### config.mk
export PLATFORM = sky130hd
export DESIGN_NAME = uart_shadow_data_port
export DESIGN_NICKNAME = d
export VERILOG_FILES = /design/src/uart_shadow_pkg.sv /design/src/uart_shadow_data_port.sv
export VERILOG_INCLUDE_DIRS = /design/src
export SDC_FILE = /design/constraint.sdc
export NUM_CORES = 1
export LEC_CHECK = 0
export BUFFER_PORTS_ARGS = -buffer_cell sky130_fd_sc_hd__buf_2
export CAP_MARGIN = 25
export CORE_ASPECT_RATIO = 0.9
export CORE_MARGIN = 4
export CORE_UTILIZATION = 56
export CTS_BUF_LIST = sky130_fd_sc_hd__clkbuf_2 sky130_fd_sc_hd__clkbuf_4 sky130_fd_sc_hd__clkbuf_8
export DETAILED_ROUTE_END_ITERATION = 12
export HOLD_SLACK_MARGIN = 0.08
export PLACE_DENSITY_LB_ADDON = 0.3
export SYNTH_ARGS = -nofsm -noshare
export SYNTH_HDL_FRONTEND = slang
export SYNTH_SLANG_ARGS = --single-unit
### constraint.sdc
create_clock -name pclk -period 7.5 [get_ports pclk]
set_input_delay 0.75 -clock pclk [delete_from_list [all_inputs] [get_ports pclk]]
set_output_delay 0.75 -clock pclk [all_outputs]
set_load 0.01 [all_outputs]
### src/uart_shadow_cfg.svh
// addresses, field positions and reset values of the shadow data port
`ifndef UART_SHADOW_CFG_SVH
`define UART_SHADOW_CFG_SVH
// =====================================
// address map
`define ALIAS_BASE 32'h5000_1130
`define ALIAS_SPAN 32'h0000_0040
`define ALIAS_4_OFS 32'h5000_1140
`define ALIAS_5_OFS 32'h5000_1144
`define LINE_STATUS_OFS 32'h5000_1180
`define FIFO_CONTROL_OFS 32'h5000_1184
`define MODE_OFS 32'h5000_1188
`define INT_STATUS_OFS 32'h5000_118C
`define INT_MASK_OFS 32'h5000_1190
// =====================================
// field positions
`define LS_RX_READY_BIT 0
`define LS_OE_BIT 1
`define LS_TX_EMPTY_BIT 5
`define LS_TEMT_BIT 6
`define FC_EN_BIT 0
`define MODE_IR_BIT 0
`define IST_RX_BIT 0
`define IST_OE_BIT 1
`define IST_TX_EMPTY_BIT 2
// =====================================
// reset values and timing
`define FIFO_EN_RST 1'b0
`define IR_MODE_RST 1'b0
`define INT_MASK_RST 3'h0
`define CLKS_PER_BIT_DEF 16
`endif

### src/uart_shadow_pkg.sv
// types shared by the shadow data port
package uart_shadow_pkg;
  typedef enum logic [1:0] {
    SER_IDLE = 2'b00,
    SER_START = 2'b01,
    SER_DATA = 2'b11,
    SER_STOP = 2'b10
  } ser_state_t;
endpackage : uart_shadow_pkg

### src/uart_shadow_data_port.sv
// uart shadow data port: aliased data window, fifos, serializer, apb slave
// Notes on behaviour
// - sixteen aliased words all reach the same receive and transmit data path
// - alias read gives received character in low byte, serial or infrared input
// - read data is meaningful only while the data ready flag is set
// - fifos off: new character overwrites unread one and flags overrun
// - fifos on: alias read returns and pops the receive fifo head
// - receive fifo full: keep contents, drop new character, flag overrun
// - alias write queues low byte for serial or active-low infrared output
// - fifos off: write clears empty flag; more writes overwrite pending char
// - fifos on: up to fifo depth writes, default sixteen, are accepted
// - write to a full transmit fifo is dropped, contents unchanged
`timescale 1ns/10ps
`include "uart_shadow_cfg.svh"
module uart_shadow_data_port
  import uart_shadow_pkg::*;
#(
  parameter int DEPTH = 16,
  parameter int CLKS_PER_BIT = `CLKS_PER_BIT_DEF
) (
  input wire logic pclk,
  input wire logic presetn,
  input wire logic psel,
  input wire logic penable,
  input wire logic pwrite,
  input wire logic [31:0] paddr,
  input wire logic [31:0] pwdata,
  output logic [31:0] prdata,
  output logic pready,
  output logic pslverr,
  input wire logic sin,
  input wire logic sir_in,
  output logic sout,
  output logic sir_out_n,
  output logic irq
);
  localparam int PW = $clog2(DEPTH);
  localparam int CW = $clog2(CLKS_PER_BIT) + 1;
  localparam logic [PW:0] CAP_FIFO = (PW + 1)'(DEPTH);
  localparam logic [PW:0] CAP_ONE = (PW + 1)'(1);
  localparam logic [CW-1:0] DIV_FULL = CW'(CLKS_PER_BIT - 1);
  localparam logic [CW-1:0] DIV_HALF = CW'(CLKS_PER_BIT / 2);

  typedef struct packed {
    logic [DEPTH-1:0][7:0] rxm;
    logic [PW-1:0] rx_rd;
    logic [PW-1:0] rx_wr;
    logic [PW:0] rx_cnt;
    logic [DEPTH-1:0][7:0] txm;
    logic [PW-1:0] tx_rd;
    logic [PW-1:0] tx_wr;
    logic [PW:0] tx_cnt;
    ser_state_t rs;
    logic [CW-1:0] rdiv;
    logic [2:0] rbit;
    logic [7:0] rsh;
    ser_state_t ts;
    logic [CW-1:0] tdiv;
    logic [2:0] tbit;
    logic [7:0] tsh;
    logic fifo_en;
    logic ir_mode;
    logic oe;
    logic [2:0] ist;
    logic [2:0] imask;
    logic rd_ok;
    logic [31:0] prdata;
    logic pready;
    logic pslverr;
    logic sout;
    logic sir_out_n;
    logic irq;
    logic [1:0] sin_s;
    logic [1:0] sir_s;
  } st_t;

  st_t s;
  st_t n;
  logic setup;
  logic acc;
  logic alias_hit;
  logic mapped;
  logic [31:0] aoff;
  logic rx_line;
  logic rx_done;
  logic rx_pop;
  logic tx_pop;
  logic tx_wr;
  logic [PW:0] cap;
  logic txb;

  // =====================================
  // next state
  always_comb begin
    n = s;
    setup = psel & ~penable;
    acc = psel & penable & s.pready;
    aoff = paddr - `ALIAS_BASE;
    alias_hit = (aoff < `ALIAS_SPAN) && (paddr[1:0] == 2'b00);
    mapped = alias_hit || paddr == `LINE_STATUS_OFS || paddr == `FIFO_CONTROL_OFS ||
             paddr == `MODE_OFS || paddr == `INT_STATUS_OFS || paddr == `INT_MASK_OFS;
    cap = s.fifo_en ? CAP_FIFO : CAP_ONE;
    rx_done = 1'b0;
    rx_pop = 1'b0;
    tx_pop = 1'b0;
    tx_wr = 1'b0;
    txb = 1'b1;
    // two-flop synchronisers
    n.sin_s = {s.sin_s[0], sin};
    n.sir_s = {s.sir_s[0], sir_in};
    // infrared input pulses high for a zero bit
    rx_line = s.ir_mode ? ~s.sir_s[1] : s.sin_s[1];

    // =====================================
    // apb: answer one cycle after setup
    n.pready = setup;
    n.pslverr = setup & ~mapped;
    if (setup) begin
      n.prdata = 32'h0000_0000;
      n.rd_ok = 1'b0;
      if (!pwrite) begin
        if (alias_hit) begin
          n.rd_ok = (s.rx_cnt != '0);
          if (s.rx_cnt != '0) begin
            n.prdata = {24'h00_0000, s.rxm[s.rx_rd]};
          end
        end else begin
          case (paddr)
            `LINE_STATUS_OFS: begin
              n.prdata[`LS_RX_READY_BIT] = (s.rx_cnt != '0);
              n.prdata[`LS_OE_BIT] = s.oe;
              n.prdata[`LS_TX_EMPTY_BIT] = (s.tx_cnt == '0);
              n.prdata[`LS_TEMT_BIT] = (s.tx_cnt == '0) && (s.ts == SER_IDLE);
            end
            `FIFO_CONTROL_OFS: n.prdata[`FC_EN_BIT] = s.fifo_en;
            `MODE_OFS: n.prdata[`MODE_IR_BIT] = s.ir_mode;
            `INT_STATUS_OFS: n.prdata[2:0] = s.ist;
            `INT_MASK_OFS: n.prdata[2:0] = s.imask;
            default: n.prdata = 32'h0000_0000;
          endcase
        end
      end
    end

    // completion edge: side effects of reads and writes
    if (acc && !s.pslverr) begin
      if (pwrite) begin
        if (alias_hit) begin
          tx_wr = 1'b1;
        end else begin
          case (paddr)
            `FIFO_CONTROL_OFS: n.fifo_en = pwdata[`FC_EN_BIT];
            `MODE_OFS: n.ir_mode = pwdata[`MODE_IR_BIT];
            `INT_MASK_OFS: n.imask = pwdata[2:0];
            default: n.imask = s.imask;
          endcase
        end
      end else begin
        if (alias_hit && s.rd_ok) begin
          rx_pop = 1'b1;
        end
        // clear only what was reported, so a new event is kept
        if (paddr == `LINE_STATUS_OFS && s.prdata[`LS_OE_BIT]) begin
          n.oe = 1'b0;
        end
        if (paddr == `INT_STATUS_OFS) begin
          n.ist = s.ist & ~s.prdata[2:0];
        end
      end
    end

    // =====================================
    // receiver
    case (s.rs)
      SER_IDLE: begin
        if (!rx_line) begin
          n.rs = SER_START;
          n.rdiv = DIV_HALF;
        end
      end
      SER_START: begin
        if (s.rdiv == '0) begin
          n.rs = rx_line ? SER_IDLE : SER_DATA;
          n.rdiv = DIV_FULL;
          n.rbit = 3'h0;
        end else begin
          n.rdiv = s.rdiv - 1'b1;
        end
      end
      SER_DATA: begin
        if (s.rdiv == '0) begin
          n.rsh = {rx_line, s.rsh[7:1]};
          n.rdiv = DIV_FULL;
          n.rbit = s.rbit + 1'b1;
          if (s.rbit == 3'h7) begin
            n.rs = SER_STOP;
          end
        end else begin
          n.rdiv = s.rdiv - 1'b1;
        end
      end
      SER_STOP: begin
        if (s.rdiv == '0) begin
          n.rs = SER_IDLE;
          rx_done = 1'b1;
        end else begin
          n.rdiv = s.rdiv - 1'b1;
        end
      end
      default: n.rs = SER_IDLE;
    endcase

    // receive buffer / fifo
    if (rx_pop) begin
      n.rx_rd = s.rx_rd + 1'b1;
    end
    if (rx_done) begin
      n.ist[`IST_RX_BIT] = 1'b1;
      if (s.rx_cnt != cap || rx_pop) begin
        n.rxm[s.rx_wr] = s.rsh;
        n.rx_wr = s.rx_wr + 1'b1;
      end else begin
        n.oe = 1'b1;
        n.ist[`IST_OE_BIT] = 1'b1;
        if (!s.fifo_en) begin
          n.rxm[s.rx_rd] = s.rsh;
        end
      end
    end
    n.rx_cnt = s.rx_cnt + (PW + 1)'(rx_done && (s.rx_cnt != cap || rx_pop))
               - (PW + 1)'(rx_pop);

    // =====================================
    // transmitter
    case (s.ts)
      SER_IDLE: begin
        if (s.tx_cnt != '0) begin
          tx_pop = 1'b1;
          n.tsh = s.txm[s.tx_rd];
          n.ts = SER_START;
          n.tdiv = DIV_FULL;
        end
      end
      SER_START: begin
        if (s.tdiv == '0) begin
          n.ts = SER_DATA;
          n.tdiv = DIV_FULL;
          n.tbit = 3'h0;
        end else begin
          n.tdiv = s.tdiv - 1'b1;
        end
      end
      SER_DATA: begin
        if (s.tdiv == '0) begin
          n.tsh = {1'b1, s.tsh[7:1]};
          n.tdiv = DIV_FULL;
          n.tbit = s.tbit + 1'b1;
          if (s.tbit == 3'h7) begin
            n.ts = SER_STOP;
          end
        end else begin
          n.tdiv = s.tdiv - 1'b1;
        end
      end
      SER_STOP: begin
        if (s.tdiv == '0) begin
          n.ts = SER_IDLE;
        end else begin
          n.tdiv = s.tdiv - 1'b1;
        end
      end
      default: n.ts = SER_IDLE;
    endcase

    // transmit holding / fifo
    if (tx_pop) begin
      n.tx_rd = s.tx_rd + 1'b1;
    end
    if (tx_wr) begin
      if (s.tx_cnt != cap || tx_pop) begin
        n.txm[s.tx_wr] = pwdata[7:0];
        n.tx_wr = s.tx_wr + 1'b1;
      end else if (!s.fifo_en) begin
        n.txm[s.tx_rd] = pwdata[7:0];
      end
      // full fifo: write dropped
    end
    n.tx_cnt = s.tx_cnt + (PW + 1)'(tx_wr && (s.tx_cnt != cap || tx_pop))
               - (PW + 1)'(tx_pop);
    if (tx_pop && s.tx_cnt == CAP_ONE && !tx_wr) begin
      n.ist[`IST_TX_EMPTY_BIT] = 1'b1;
    end

    // fifo enable change flushes both queues
    if (n.fifo_en != s.fifo_en) begin
      n.rx_rd = '0;
      n.rx_wr = '0;
      n.rx_cnt = '0;
      n.tx_rd = '0;
      n.tx_wr = '0;
      n.tx_cnt = '0;
    end

    // line drive from next serializer state
    case (n.ts)
      SER_START: txb = 1'b0;
      SER_DATA: txb = n.tsh[0];
      default: txb = 1'b1;
    endcase
    n.sout = s.ir_mode ? 1'b1 : txb;
    n.sir_out_n = s.ir_mode ? txb : 1'b1;
    n.irq = |(n.ist & n.imask);
  end

  // =====================================
  // state register
  always_ff @(posedge pclk or negedge presetn) begin
    if (!presetn) begin
      s <= '0;
      s.fifo_en <= `FIFO_EN_RST;
      s.ir_mode <= `IR_MODE_RST;
      s.imask <= `INT_MASK_RST;
      s.sout <= 1'b1;
      s.sir_out_n <= 1'b1;
      s.sin_s <= 2'b11;
    end else begin
      s <= n;
    end
  end

  assign prdata = s.prdata;
  assign pready = s.pready;
  assign pslverr = s.pslverr;
  assign sout = s.sout;
  assign sir_out_n = s.sir_out_n;
  assign irq = s.irq;
endmodule : uart_shadow_data_port

==> out/qor.yml <==
worst_setup_path:
  endpoint_kind: "register"
  slowest_stage: "or4_1"
  cp.required_ps: 7950
  cpMostUsedCell: "nor2_1"
  critPathMaxFanout: 13
  cp.arrival_ps: 4610
  regToRegSetupSlack_ps: 4080
  cp_cell_sequence: "buf_2 -> or4_1 -> a311o_1 -> a2111oi_4 -> nand4_2 -> o41ai_2 -> buf_4 -> nand2_2 -> ha_1 -> inv_1 -> ha_1 -> fa_1 -> a21oi_1 -> nor2_1 -> nor2_1 -> xnor2_1 -> nor2_1"
  cp-start-kind: "input port"
  crit_type: "in -> reg"
  critPathMaxStageDelay_ps: 520
detailed_routing:
  ant_nets: 0
  via_per_inst: 5.96
  first_iter_violations: 697
  drt_pass1_iterations: 5
  wl_um: 36400
  drc_errors: 0
  num_vias: 10646
  wl_per_cell_um: 20.4
yosys:
  syn_area_per_cell_sq_um: 13.4
  yosysMostFrequentCell: "dfrtp_1"
  synth_edf_count: 0
  yosysTopAreaCellShare_pct: 49.4
  yosysWarnings: 0
  syn_area_sq_um: 17300
  async_flop_share_pct: 100
  synth_common_cells: "dfrtp_1 (341), mux2_2 (267), mux4_2 (81)"
  synth.distinct_cells: 78
  synth_cells: 1287
  synth_top_area_cell: "dfrtp_1"
  synthTopCellsByArea: "dfrtp_1 (49%), mux2_2 (17%), mux4_2 (11%)"
  ys.flop_type: "dfrtp_1"
  ys_ff_latch: 345
  seq_area_frac_synth_pct: 50.0
clock_tree:
  post_cts_buffers: 0
  clockRootBuffer: "clkbuf_8"
  worstSkewPairLatency_ps: 600
  cts-resized-gates: 0
  tritoncts: "done"
  cts_buffer_depth: 3
  cts-buffers-inserted: 54
  cts_hold_buffers: 0
  numClockSinks: 345
  clk_pin_slew_ps: 70
  cts.htree.levels: 2
timing:
  min_period_ps: 4160
  fmax_mhz: 240
  finalCritPeriodShare_pct: 55.5
  clock-skew-final_ps: 39.4
  tightest_slew_ps: 937
  final.setup.tns_ps: 0
  slew_viol_final: 0
  hold_viol: 0
  setup_violations: 0
  relSlewSlack_pct: 36.9
  rsz0062_at_grt: "no"
power:
  p_sw_share_pct: 25.1
  peakVddDrop_mv: 0.155
  p_int_uw: 3000
  leakagePower_uw: 0.00895
  power_frac_clock_pct: 43.1
  pwr-share-seq_pct: 49.5
  pwr-share-comb_pct: 7.4
  switchingPower_uw: 1000
  power_density_nw_per_um2: 211
finish:
  drive_gt1_share_pct: 39.9
  design_area_sq_um: 19000
  diodes: 0
  nets: 1453
  fillCellCount: 2312
  area_growth_pct: 10.1
placement:
  port_buffers: 59
  finalWeightedCongestion: 0.901
  place_area_sq_um: 17800
  dp_hpwl_um: 24300
min_path:
  hold_path_class: "in -> async"
global_route:
  grt_max_degree: 115
  grt_pass1_vias: 11032
  grt_pass1_wl_um: 60200
  grt_overflow_total: 0
  grt.total_usage_pct: 21.8
  antenna_found_initial: 0
floorplan:
  ios: 108
  start_util_pct: 57.3
  die_w_um: 193
  num_rows: 60
  die_y_um: 175
  dieArea_sq_um: 33700
  core_area_sq_um: 30200
flow_run:
  cap_violations: 0
run_status:
  status: "complete, no violations"
[flip-flops by register name, indices dropped and copies added, names as in the netlist]
signal	cells
irq	1
sout	1
prdata	8
n	2
pready	1
pslverr	1
sir_out_n	1
s	330
[kinds of logic (layout without fill, tap and decap cells)]
family,Yosys count,in the layout,share of synthesized area (%)
AOI/OAI and AO/OA,133,133,6.06
xor gates and xnor gates,23,23,1.21
adders and majority gates,40,40,2.98
buffers and inverters,144,216,4.04
DFF,345,345,50.0
muxes,353,353,28.2
other,1,24,0.0217
and+or+nand+nor,248,248,7.47
[path summary, 6_finish.rpt]
| path | from | to | cells past startpoint |
|---|---|---|---|
| worst max-delay path | paddr[15] | s[232]$_DFF_PN0_ | 17 |
| worst min-delay path | presetn | s[81]$_DFFE_PN0P_ | 1 |
| worst max register to register | s[50]$_DFF_PN0_ | s[249]$_DFFE_PN0P_ | 7 |
| worst min register to register | n[3]$_DFF_PN1_ | s[3]$_DFF_PN1_ | 0 |
| max in group asynchronous | presetn | s[352]$_DFFE_PN0P_ | 2 |
| min in group pclk | sin | n[3]$_DFF_PN1_ | 1 |
[placed cells by master (no fill, tap or decap), types with 10 or more instances in the layout]
cell,synthesis,final
dfrtp_1,341,339
mux2_2,267,267
mux4_2,81,81
nand2_1,72,72
clkbuf_8,0,67
buf_2,3,58
inv_1,44,44
nor2_1,45,44
o21ai_0,44,44
ha_1,38,38
nand3_1,25,25
conb_1,1,24
a21oi_1,19,19
nor3_1,14,14
nor4_1,14,14
a22o_1,14,14
buf_4,39,14
nor2b_1,13,13
xnor2_1,13,13
clkbuf_4,0,13
nand4_1,11,11
clkinv_2,0,10
[through the flow]
step                instances  utilization [%]  hold WS [ps]  setup slack [ps]  power (uW)
floorplan                1310                -           331              3060        2200
global placement         1685             58.8           334              2770        2300
detailed placement       1687             59.0           348              2750        2310
CTS                      1783             62.9           225              3360        4040
global route             1785             63.1           228              3090        4180
finish                   1785             63.1           233              3340        4010
[per-layer routing]
| metal | wire, um | vias up | GRT usage (%) | part of all wire (%) |
|---|---|---|---|---|
| met1 | 17100 | 5491 | 32.4 | 47 |
| li1 | - | 4802 | - | - |
| met5 | 0 | - | 0 | 0 |
| met4 | 763 | 0 | 5.34 | 2.1 |
| met2 | 16600 | 287 | 34.1 | 46 |
| met3 | 1960 | 66 | 3.66 | 5.4 |
[critical path, delay by kind of cell]
family	cells	cell delay [ps]
fa+ha+maj	3	930
xor+xnor	1	130
simple gates	6	1130
compound gates	4	1230
buf+inv	3	430
[layout make-up]
type                            instances  area, sq um  share of cell area, %
Sequential cell                       345         8640                   45.4
Tap cell                              403          504                   2.65
Timing Repair Buffer                   76          480                   2.52
Inverter                               44          165                  0.868
Clock buffer                           80         1020                   5.36
Clock inverter                         16          175                  0.921
Multi-Input combinational cell        821         8040                   42.3
[power by group through the flow]
stage | Sequential [uW] | Clock (uW) | Combinational, uW
2_1_floorplan | 1980 | 0 | 224
3_3_place_gp | 2010 | 0 | 284
3_5_place_dp | 2010 | 0 | 295
4_1_cts | 1980 | 1760 | 299
5_1_grt | 1990 | 1850 | 337
6_report | 1980 | 1730 | 298
Power figures use the tool's default switching activity.
